$ cat src/port_interrupt_status_pkg.sv
// Package for the video port pin interrupt pending block.
// Assumes a 32-bit APB register bus and one register clock.
package port_interrupt_status_pkg;

  // ==========================================================
  // Bus and vector sizes
  localparam int ADDR_W = 12;
  localparam int DATA_W = 32;
  localparam int SYNC_STAGES = 2;

  // ==========================================================
  // Register offsets (byte addresses)
  localparam logic [11:0] OFF_PEND_STATUS = 12'h000;
  localparam logic [11:0] OFF_PEND_CLEAR = 12'h004;
  localparam logic [11:0] OFF_GPIO_FLAG = 12'h008;

  // ==========================================================
  // Field positions
  localparam int BIT_CTRL_THREE = 22;
  localparam int BIT_CTRL_TWO = 21;
  localparam int BIT_CTRL_ONE = 20;
  localparam int BIT_DATA_HI = 19;
  localparam int BIT_DATA_LO = 2;
  localparam int BIT_GPIO_FLAG = 0;

  // Bits that carry a pin; 31..23 and 1..0 read as zero
  localparam logic [31:0] PIN_VALID_MASK = 32'h007ffffc;

  // ==========================================================
  // Reset values
  localparam logic [31:0] RST_PEND_STATUS = 32'h00000000;
  localparam logic [31:0] RST_CLEAR_READ = 32'h00000000;
  localparam logic RST_GPIO_FLAG = 1'b0;

  // Polarity encoding: 0 rising, 1 falling
  localparam logic EDGE_RISING = 1'b0;
  // Direction encoding: 0 input, 1 output
  localparam logic DIR_INPUT = 1'b0;

  // Pin configuration from the neighbouring register blocks
  typedef struct packed {
    logic [31:0] irq_enable;
    logic [31:0] edge_select;
    logic [31:0] function_gpio;
    logic [31:0] direction;
  } port_interrupt_status_pin_cfg_t;

endpackage : port_interrupt_status_pkg

$ cat src/port_interrupt_status_pin_sync.sv
// Pin synchroniser and edge detector, one slice per pin bit.
// Assumes asynchronous pins; the edge select comes from the mclk domain.
`timescale 1ns/1ps
module port_interrupt_status_pin_sync #(
  parameter int WIDTH = 32
) (
  input wire logic mclk,
  input wire logic rst,
  input wire logic [WIDTH-1:0] pin_async,
  input wire logic [WIDTH-1:0] edge_select,
  output logic [WIDTH-1:0] edge_hit
);

  // ==========================================================
  // Arming
  // No edge is reported until the chain holds real pin samples,
  // otherwise a pin that is high at reset looks like a rising edge.
  logic [2:0] arm;

  always_ff @(posedge mclk or posedge rst) begin
    if (rst) begin
      arm <= 3'h0;
    end else begin
      arm <= {arm[1:0], 1'b1};
    end
  end

  // ==========================================================
  // Per-pin chain
  genvar g;
  generate
    for (g = 0; g < WIDTH; g = g + 1) begin : g_pin
      logic meta;
      logic stable;
      logic prev;

      always_ff @(posedge mclk or posedge rst) begin
        if (rst) begin
          meta <= 1'b0;
          stable <= 1'b0;
          prev <= 1'b0;
        end else begin
          meta <= pin_async[g];
          stable <= meta;
          prev <= stable;
        end
      end

      // current versus previous
      // polarity picks one edge
      always_comb begin
        if (edge_select[g] == port_interrupt_status_pkg::EDGE_RISING) begin
          edge_hit[g] = arm[2] & stable & ~prev;
        end else begin
          edge_hit[g] = arm[2] & ~stable & prev;
        end
      end
    end
  endgenerate

endmodule : port_interrupt_status_pin_sync

$ cat src/port_interrupt_status_apb_slave.sv
// APB slave handshake: one wait state, registered answer.
// Assumes the owner supplies read data and an address-valid flag.
`timescale 1ns/1ps
module port_interrupt_status_apb_slave (
  input wire logic mclk,
  input wire logic rst,
  input wire logic psel,
  input wire logic penable,
  input wire logic pwrite,
  input wire logic [31:0] rd_data,
  input wire logic addr_ok,
  output logic pready,
  output logic pslverr,
  output logic [31:0] prdata,
  output logic wr_commit
);

  // ==========================================================
  // Access phase
  // The answer is registered so every bus output comes from a flop;
  // costs one wait state per transfer.
  always_ff @(posedge mclk or posedge rst) begin
    if (rst) begin
      pready <= 1'b0;
    end else begin
      pready <= psel & penable & ~pready;
    end
  end

  always_ff @(posedge mclk or posedge rst) begin
    if (rst) begin
      prdata <= 32'h00000000;
      pslverr <= 1'b0;
    end else if (psel & penable & ~pready) begin
      prdata <= pwrite ? 32'h00000000 : rd_data;
      pslverr <= ~addr_ok;
    end else begin
      prdata <= 32'h00000000;
      pslverr <= 1'b0;
    end
  end

  // Writes land only on the edge that samples pready high
  assign wr_commit = psel & penable & pready & pwrite & ~pslverr;

endmodule : port_interrupt_status_apb_slave

$ cat src/port_interrupt_status_pin_irq.sv
// Video port pin interrupt pending logic with its APB registers.
// Assumes pin configuration arrives from other register blocks on mclk,
// and the port-level interrupt status logic takes gpio_flag.
//
// Operation
// Pending sets only if enabled, GPIO function and input direction.
// Pending sets on the edge chosen by polarity, not the other.
// Any pending bit becoming one sets the port GPIO flag.
// Writing one to a clear bit clears that pending bit.
// Writing zero to a clear bit leaves that pending bit alone.
// Clearing all pending bits leaves the GPIO flag set.
// Clearing the flag while pending bits remain sets it again.
// Reading the clear register returns all zeros.
// Status register is read-only; writes never change pending bits.
// Bits 22, 21, 20 map to control pins three, two, one.
// Bits 19 down to 2 map to data pins of same index.
// Bits 31 to 23 read zero and ignore writes.
// Clear register is write-only alias with same bit positions.
// Polarity zero selects rising, one selects falling edge.
// Enable one allows pin interrupt; reset value zero blocks it.
// Pins are synchronised and edges found from current versus previous.
// Edge and clear on the same bit together leave it set.
// All pending bits reset to zero.
//
// Implementation choices: the register addresses and the APB register port.
`timescale 1ns/1ps
module port_interrupt_status_pin_irq (
  input wire logic mclk,
  input wire logic rst,
  input wire logic psel,
  input wire logic penable,
  input wire logic pwrite,
  input wire logic [port_interrupt_status_pkg::ADDR_W-1:0] paddr,
  input wire logic [31:0] pwdata,
  output logic pready,
  output logic pslverr,
  output logic [31:0] prdata,
  input wire logic control_pin_one,
  input wire logic control_pin_two,
  input wire logic control_pin_three,
  input wire logic [port_interrupt_status_pkg::BIT_DATA_HI:port_interrupt_status_pkg::BIT_DATA_LO] video_data_pin,
  input wire port_interrupt_status_pkg::port_interrupt_status_pin_cfg_t pin_cfg,
  output logic [31:0] pin_irq_pending_status,
  output logic gpio_flag
);

  // ==========================================================
  // Pin vector
  logic [31:0] pin_vec;
  logic [31:0] edge_hit;
  logic [31:0] qualify;
  logic [31:0] set_vec;

  // control pin bits
  // data pin bits
  always_comb begin
    pin_vec = 32'h00000000;
    pin_vec[port_interrupt_status_pkg::BIT_CTRL_THREE] = control_pin_three;
    pin_vec[port_interrupt_status_pkg::BIT_CTRL_TWO] = control_pin_two;
    pin_vec[port_interrupt_status_pkg::BIT_CTRL_ONE] = control_pin_one;
    pin_vec[port_interrupt_status_pkg::BIT_DATA_HI:port_interrupt_status_pkg::BIT_DATA_LO] = video_data_pin;
  end

  // sync and edge
  // polarity encoding
  port_interrupt_status_pin_sync #(
    .WIDTH(32)
  ) u_sync (
    .mclk(mclk),
    .rst(rst),
    .pin_async(pin_vec),
    .edge_select(pin_cfg.edge_select),
    .edge_hit(edge_hit)
  );

  // three-way qualify
  // enable gates pin
  assign qualify = pin_cfg.irq_enable & pin_cfg.function_gpio &
    ~pin_cfg.direction;
  // reserved bits never set
  assign set_vec = edge_hit & qualify & port_interrupt_status_pkg::PIN_VALID_MASK;

  // ==========================================================
  // Bus decode
  logic wr_commit;
  logic addr_ok;
  logic [31:0] rd_data;
  logic clr_wr;
  logic flag_clr_wr;
  logic [31:0] clr_mask;

  assign addr_ok = (paddr == port_interrupt_status_pkg::OFF_PEND_STATUS) |
    (paddr == port_interrupt_status_pkg::OFF_PEND_CLEAR) |
    (paddr == port_interrupt_status_pkg::OFF_GPIO_FLAG);

  always_comb begin
    rd_data = 32'h00000000;
    case (paddr)
      port_interrupt_status_pkg::OFF_PEND_STATUS: rd_data = pin_irq_pending_status;
      // alias reads zero
      port_interrupt_status_pkg::OFF_PEND_CLEAR: rd_data = port_interrupt_status_pkg::RST_CLEAR_READ;
      port_interrupt_status_pkg::OFF_GPIO_FLAG: begin
        rd_data[port_interrupt_status_pkg::BIT_GPIO_FLAG] = gpio_flag;
      end
      default: rd_data = 32'h00000000;
    endcase
  end

  port_interrupt_status_apb_slave u_apb (
    .mclk(mclk),
    .rst(rst),
    .psel(psel),
    .penable(penable),
    .pwrite(pwrite),
    .rd_data(rd_data),
    .addr_ok(addr_ok),
    .pready(pready),
    .pslverr(pslverr),
    .prdata(prdata),
    .wr_commit(wr_commit)
  );

  // write-only alias
  // status offset has no write path
  assign clr_wr = wr_commit & (paddr == port_interrupt_status_pkg::OFF_PEND_CLEAR);
  // ones clear
  // zeros ignored
  // upper bits dropped
  assign clr_mask = clr_wr ? (pwdata & port_interrupt_status_pkg::PIN_VALID_MASK) :
    32'h00000000;
  assign flag_clr_wr = wr_commit & (paddr == port_interrupt_status_pkg::OFF_GPIO_FLAG) &
    pwdata[port_interrupt_status_pkg::BIT_GPIO_FLAG];

  // ==========================================================
  // Pending bits
  logic [31:0] next_pending;

  // set beats clear
  assign next_pending = (pin_irq_pending_status & ~clr_mask) | set_vec;

  // reset to zero
  always_ff @(posedge mclk or posedge rst) begin
    if (rst) begin
      pin_irq_pending_status <= port_interrupt_status_pkg::RST_PEND_STATUS;
    end else begin
      pin_irq_pending_status <= next_pending;
    end
  end

  // ==========================================================
  // Port GPIO flag
  // Level on the pending vector, so a cleared flag returns at once
  // while any pending bit is still standing.
  always_ff @(posedge mclk or posedge rst) begin
    if (rst) begin
      gpio_flag <= port_interrupt_status_pkg::RST_GPIO_FLAG;
    end else begin
      // set from pending
      // only software clears
      // set again while pending
      gpio_flag <= (gpio_flag & ~flag_clr_wr) |
        (|pin_irq_pending_status) | (|set_vec);
    end
  end

  logic rd_done;
  assign rd_done = psel & penable & pready & ~pwrite;

  // A newly pending bit looks back through the sync pair, the compare
  // flop and the pending flop: its pin edge sits 3 and 4 samples back.
  logic [2:0] ctrl_pins;
  logic [2:0] ctrl_pend;
  logic [port_interrupt_status_pkg::BIT_DATA_HI:port_interrupt_status_pkg::BIT_DATA_LO] data_pend;

  assign ctrl_pins = {control_pin_three, control_pin_two, control_pin_one};
  assign ctrl_pend = pin_irq_pending_status[port_interrupt_status_pkg::BIT_CTRL_THREE:
    port_interrupt_status_pkg::BIT_CTRL_ONE];
  assign data_pend = pin_irq_pending_status[port_interrupt_status_pkg::BIT_DATA_HI:
    port_interrupt_status_pkg::BIT_DATA_LO];
endmodule : port_interrupt_status_pin_irq

$ cat config.mk
export PLATFORM = sky130hd
export DESIGN_NAME = port_interrupt_status_pin_irq
export DESIGN_NICKNAME = d
export VERILOG_FILES = /design/src/port_interrupt_status_pkg.sv /design/src/port_interrupt_status_pin_sync.sv /design/src/port_interrupt_status_apb_slave.sv /design/src/port_interrupt_status_pin_irq.sv
export SDC_FILE = /design/constraint.sdc
export NUM_CORES = 1
export LEC_CHECK = 0
export BUFFER_PORTS_ARGS = -buffer_cell sky130_fd_sc_hd__buf_2
export CAP_MARGIN = 30
export CORE_ASPECT_RATIO = 0.6
export CORE_UTILIZATION = 46
export DETAILED_ROUTE_END_ITERATION = 6
export HOLD_SLACK_MARGIN = 0.1
export PLACE_DENSITY = 0.93
export SLEW_MARGIN = 15
export SYNTH_ARGS = -nofsm -noshare
export SYNTH_HDL_FRONTEND = slang
export SYNTH_SLANG_ARGS = --single-unit
$ cat constraint.sdc
create_clock -name mclk -period 8.5 [get_ports mclk]
set_input_delay 0.425 -clock mclk [delete_from_list [all_inputs] [get_ports mclk]]
set_output_delay 0.425 -clock mclk [all_outputs]
set_load 0.005 [all_outputs]
==> results.tsv, run 1 <==
stage	metric	value	unit
clock_network	Clock transition at path regs	0.07	ns
die	row cnt	26	
run	Max Cap Viol	0	
clock_network	root buffer cell	clkbuf_16	
timing	clock skew	0.007028	ns
placed_design	IO Port Bufs	189	
yosys	cell area after synthesis	4219	um2
clock_network	# clock sinks	112	
clock_network	Post-CTS Hold Buffers	0	
yosys	cell count after synthesis	323	
grt	gr usage total	0.2199	
timing	worst-margin pin slew	0.6935	ns
drt	total number of vias	3184	
clock_network	later-pin clock latency in the skew report	0.33	ns
yosys	yosys warns	0	
timing	Final WS setup	6.421	ns
timing	final clock period utilization by the worst path	0.2446	
worst_setup_path	CP required	8.72	ns
clock_network	# Post-CTS Setup Buffers	0	
timing	Sum Neg Setup Slack	0	ns
die	io pins	265	
placed_design	final RePlAce weighted congestion	0.8508	
worst_setup_path	Worst Setup Start Kind	register	
clock_network	total number of H-tree levels	3	
clock_network	Clock Tree Buf Depth	2	
pwr	Worst VDD drop	0.1221	mV
drt	First-pass DRT Iterations	6	
timing	Tmin final	2.079	ns
timing	RSZ-0062 raised after global routing	no	
pwr	total power draw	1140	uW
timing	Slew Viols, Final	0	
final_layout	diode count	0	
yosys	Mean Syn Cell Area	13.06	um2
final_layout	layout cells sized above 1	0.4455	
worst_setup_path	crit path DAT	2.30	ns
drt	number of DRC markers in iteration 0	125	
drt	DR vias/cell	5.014	
yosys	Yosys cell types	25	
worst_setup_path	Top Family by Delay on Critical Path	simple AND/OR/NAND/NOR gates	
die	die span in x	125.6	um
yosys	Synth Register Bits	112	
worst_setup_path	Max stage delay cell, worst path	dfrtp_1	
worst_setup_path	Setup CP Type	register to register	
worst_setup_path	Largest stage delay, worst path	0.53	ns
placed_design	Post-DP HPWL	7.825	mm
min_path	Worst Hold Class	input port to async pin	
final_layout	Area Overhead vs Synth	30.58	%
timing	final hold slack	0.1909	ns
die	core box area	8686	um2
status	status	finished, violations left	
timing	final setup vio count	0	
pwr	pwr/cell area	207.0	nW/um2
clock_network	TritonCTS Buffers	9	
drt	WL/cell	16.00	um
drt	Post-route DRC	14	
grt	GRT overflow	0	
placed_design	pre-CTS WS	6.193	ns
timing	Final Hold Vio Count	0	
status	violated checks	DRC	
worst_setup_path	CP Buf/Inv Count	1	
grt	initial antenna violation count	0	
timing	f_max	481.0	MHz
die	Die Ht	76.19	um
drt	antenna-violating nets left	0	
grt	largest net degree at the start of global routing	58	
pwr	Pleak	0.002766	uW
timing	relative slew slack	0.5377	
drt	drt total wl	10.16	mm
grt	first-pass GRT wire length	16.02	mm
yosys	sequential share of the synthesized area	0.6643	
worst_setup_path	Crit. End Element	register	
final_layout	nets	716	
worst_setup_path	CP Max Fanout	12	
clock_network	post_cts resized	0	
die	effective utilization at floorplan	0.4857	
clock_network	TritonCTS clock tree	yes	
final_layout	Final Util	0.6343	
grt	vias in the first global route	3287	
die	Die ar.	9572	um2
worst_setup_path	worst-path cell chain	buf_8 -> nand4b_1 -> a21oi_1 -> nor4_1 -> nand4_1 -> a211o_1	
## metal layers
metal	global-route usage	vias up	wire length, um
met5	0	-	0
met4	0.05610	0	109
met1	0.2714	1530	4337
li1	-	1488	-
met2	0.3844	155	4924
met3	0.05899	11	785
## cell families (layout without fill, tap and decap cells)
logic type,count (synthesis),in the layout,share of synthesized area
and+or+nand+nor,136,136,0.2198
DFF,112,112,0.6643
AOI/OAI and AO/OA,44,44,0.06554
buffers and inverters,29,209,0.04864
other,2,22,0.001780
## registers in the layout, indices dropped and copies added, names as in the netlist
signal                  cells
gpio_flag                   1
u_sync.g_pin.meta          21
u_sync.g_pin.stable        21
u_sync.arm                  3
u_apb.pslverr               1
pin_irq_pending_status     21
u_apb.prdata               22
u_apb.pready                1
u_sync.g_pin.prev          21
## worst register-to-register path: stages (launching register included)
cell	delay [ns]
dfrtp_1	0.53
buf_8	0.24
nand4b_1	0.11
a21oi_1	0.08
nor4_1	0.48
nand4_1	0.24
a211o_1	0.31
## layout make-up
class | instances | area, um2
multi-input cells | 202 | 1286
repair buffers | 191 | 968.4
flip-flops and latches | 112 | 2803
well taps | 112 | 140.1
clock buffers | 12 | 266.5
clock inverters | 4 | 35.03
fillers | 703 | 3177
inverters | 2 | 10.01
## where the power goes
group	total [uW]	internal (uW)	switching (uW)	leakage [uW]
clock network	411	226	185	0.000150
registers	612	573	38.5	0.00136
logic	117	66.1	51.0	0.00126
## cell usage in the layout (no fill, tap or decap), drive strengths merged
cell type	synthesis	final
nand4b	21	21
a211o	1	1
nand3b	21	21
nor3	3	3
buf	25	191
and2	21	21
nand3	2	2
and4bb	1	1
nand2	24	24
dfrtp	112	112
clkinv	0	2
nor4	10	10
a21oi	22	22
or3b	21	21
nand4	3	3
inv	2	4
nor2	6	6
clkbuf	2	12
a21o	21	21
or4	2	2
or2	1	1
conb	2	22
## worst paths after layout
check	cells past startpoint	start	endpoint	slack, ns
setup / recovery	6	u_sync.arm[2]	gpio_flag	6.42
hold / removal	2	rst	u_sync.g_pin[16].stable	0.19
setup reg to reg	6	u_sync.arm[2]	gpio_flag	6.42
hold reg to reg	0	u_sync.arm[1]	u_sync.arm[2]	0.35
max in group asynchronous	3	rst	pin_irq_pending_status[8]	7.13
min in group mclk	1	control_pin_three	u_sync.g_pin[22].meta	0.19
## metrics by stage
step	instances	area, um2
6_report	635	5509
5_1_grt	635	5509
4_1_cts	634	5494
3_5_place_dp	618	5192
3_3_place_gp	618	5192
2_1_floorplan	343	4294
## synthesized netlist by cell type
library cell / instances / area (um2)
buf_2: 2 / 10.01
a21o_1: 21 / 157.7
nor2_1: 5 / 18.77
nand2_1: 24 / 90.09
clkbuf_1: 2 / 7.510
dfrtp_1: 112 / 2803
or3b_2: 21 / 183.9
nor4_1: 10 / 62.56
buf_6: 2 / 22.52
or4_4: 1 / 11.26
and4bb_4: 1 / 16.27
nor3_1: 3 / 15.01
nor2_4: 1 / 11.26
nand3_1: 2 / 10.01
conb_1: 2 / 7.510
or2_4: 1 / 8.760
a211o_1: 1 / 8.760
nand4_1: 3 / 18.77
nand3b_1: 21 / 157.7
and2_1: 21 / 131.4
buf_4: 21 / 157.7
inv_1: 2 / 7.510
nand4b_1: 21 / 183.9
or4_1: 1 / 7.510
a21oi_1: 22 / 110.1
(Power assumes the default switching activity.)
==> run 2: changes to the inputs <==
- CORE_UTILIZATION: 46 -> 43
- PLACE_DENSITY: 0.93 -> 0.89
- clock period: 8.5 -> 2.1 ns (I/O delays scaled with it)
==> run 2 against run 1 <==
  * Non-clock buffer count grew 46
  * Critical endpoint is now u_apb.prdata[0]
  * Highest routed layer unchanged
  * First-iteration DRC count grew 5.6%
  * Register-to-register slack lost 6.2 ns
  * The run now ends clean
  * Clock-buffer cell count shrank 1
  * Global-route usage grew 0.47 points
  * Combinational power grew to 4.7 times the previous value
  * Largest power group unchanged
==> results.tsv, run 2 (synthesized netlist as in run 1, its figures left out) <==
stage	metric	value	unit	change
status	status	finished clean		was finished, violations left
clock_network	later-pin clock latency in the skew report	0.34	ns	was 0.33 ns
final_layout	Area Overhead vs Synth	42.32	%	was 30.58%
worst_setup_path	CP Max Fanout	3		was 12
clock_network	root buffer cell	clkbuf_16		unchanged
die	row cnt	27		was 26
run	Max Cap Viol	0		unchanged
clock_network	# clock sinks	112		unchanged
pwr	Pleak	0.002957	uW	was 0.002766 uW
timing	final setup vio count	0		unchanged
placed_design	Post-DP HPWL	7.975	mm	was 7.825 mm
final_layout	diode count	0		unchanged
pwr	total power draw	4810	uW	was 1140 uW
worst_setup_path	crit path DAT	2.19	ns	was 2.30 ns
grt	largest net degree at the start of global routing	113		was 58
worst_setup_path	Worst Setup Start Kind	register		unchanged
drt	total number of vias	3428		was 3184
placed_design	placed insts	638		was 618
clock_network	TritonCTS clock tree	yes		unchanged
grt	busiest grt layer	met2		unchanged
timing	relative slew slack	0.5992		was 0.5377
timing	Slew Viols, Final	0		unchanged
timing	Final Hold Vio Count	0		unchanged
drt	drt total wl	11.17	mm	was 10.16 mm
final_layout	Biggest register	u_apb.prdata		unchanged
final_layout	most frequent cells in the layout	buf_2, dfrtp_1, dlygate4sd3_1, nand2_1		was buf_2, dfrtp_1, nand2_1, a21oi_1, conb_1
pwr	pwr/cell area	801.0	nW/um2	was 207.0 nW/um2
grt	vias in the first global route	3635		was 3287
die	Die Ht	78.73	um	was 76.19 um
final_layout	Post-Layout Cell Count	697		was 635
timing	Tmin final	1.907	ns	was 2.079 ns
timing	final clock period utilization by the worst path	0.9083		was 0.2446
final_layout	filler cell count	724		was 703
timing	RSZ-0062 raised after global routing	no		unchanged
die	Die ar.	10220	um2	was 9572 um2
drt	WL/cell	16.02	um	was 16.00 um
worst_setup_path	Crit. End Element	register		unchanged
drt	number of DRC markers in iteration 0	132		was 125
final_layout	nets	762		was 716
die	effective utilization at floorplan	0.4509		was 0.4857
drt	antenna-violating nets left	0		unchanged
timing	f_max	524.3	MHz	was 481.0 MHz
timing	worst-margin pin slew	0.6011	ns	was 0.6935 ns
drt	DR vias/cell	4.918		was 5.014
clock_network	TritonCTS Buffers	9		unchanged
clock_network	Clock Tree Buf Depth	2		unchanged
timing	final hold slack	0.09942	ns	was 0.1909 ns
die	core box area	9358	um2	was 8686 um2
grt	grt met3 use	0.05660		was 0.05899
clock_network	# Post-CTS Setup Buffers	0		unchanged
grt	M2 GR Usage	0.3984		was 0.3844
placed_design	IO Port Bufs	189		unchanged
drt	Post-route DRC	0		was 14
worst_setup_path	Setup CP Type	register to register		unchanged
final_layout	layout cells sized above 1	0.4074		was 0.4455
timing	Final WS setup	0.1926	ns	was 6.421 ns
pwr	Worst VDD drop	0.6060	mV	was 0.1221 mV
grt	initial antenna violation count	0		unchanged
grt	first-pass GRT wire length	17.13	mm	was 16.02 mm
timing	Sum Neg Setup Slack	0	ns	unchanged
die	io pins	265		unchanged
placed_design	pre-CTS WS	0.2259	ns	was 6.193 ns
min_path	Worst Hold Class	input port to register		was input port to async pin
grt	GRT overflow	0		unchanged
clock_network	Clock transition at path regs	0.07	ns	about the same
final_layout	max reg flops	22		unchanged
clock_network	total number of H-tree levels	3		unchanged
grt	GR Layer Usage met1	0.2664		was 0.2714
timing	clock skew	0.007865	ns	was 0.007028 ns
worst_setup_path	CP required	2.38	ns	was 8.72 ns
drt	First-pass DRT Iterations	4		was 6
die	die span in x	129.9	um	was 125.6 um
placed_design	final RePlAce weighted congestion	0.8309		was 0.8508
grt	gr usage total	0.2246		was 0.2199
final_layout	most common cell after layout, fill and taps aside	buf_2		unchanged
run 2: path summary, 6_finish.rpt:
path | startpoint | endpoint | slack, ns | cells past startpoint
worst max-delay path | u_apb.pready | u_apb.prdata[0] | 0.19 | 4
worst min-delay path | pwdata[22] | pin_irq_pending_status[22] | 0.1 | 3
worst max register to register | u_apb.pready | u_apb.prdata[0] | 0.19 | 4
worst min register to register | u_sync.g_pin[11].meta | u_sync.g_pin[11].stable | 0.35 | 0
max in group asynchronous | rst | pin_irq_pending_status[15] | 1.17 | 4
min in group asynchronous | rst | u_sync.g_pin[15].meta | 0.45 | 4
run 2: per-layer routing:
metal  share of wire  routed length [um]
met2            0.50                5626
met4           0.016                 184
met1            0.42                4695
met5               0                   0
met3           0.059                 662
run 2: stage by stage:
stage | utilization | instance area [um2]
4_1_cts | 0.6417 | 6005
5_1_grt | 0.6417 | 6005
2_1_floorplan | - | 4298
3_3_place_gp | 0.5604 | 5244
3_5_place_dp | 0.5604 | 5244
6_report | 0.6417 | 6005
run 2: cell type report:
class                      instances  area (um2)  share of cell area
clock buffer                      11       242.7             0.04043
inverter                           2       11.26            0.001875
multi-input combinational        202        1286              0.2142
clock inverter                     3       67.56             0.01125
timing repair buffer             237        1431              0.2384
tap                              130       162.7             0.02709
sequential                       112        2803              0.4668
run 2: worst max-delay path, cell delays in order (launching register included):
cell and delay, ns:
dfrtp_1 0.40, or2_4 0.27, or4_4 0.50, nor2_1 0.13, dlygate4sd3_1 0.56
run 2: repair_timing:
action | in CTS | in global routing
endpoints found under the setup margin | 0 | 0
hold buffers | 45 | 0
hold endpoints to repair | 155 | 0
resized for setup | 0 | 0
run 2: where the power goes:
| group | internal [uW] | switching [uW] |
|---|---|---|
| Clock | 1070 | 726 |
| Combinational | 324 | 223 |
| Sequential | 2320 | 150 |
| Total | 3710 | 1100 |
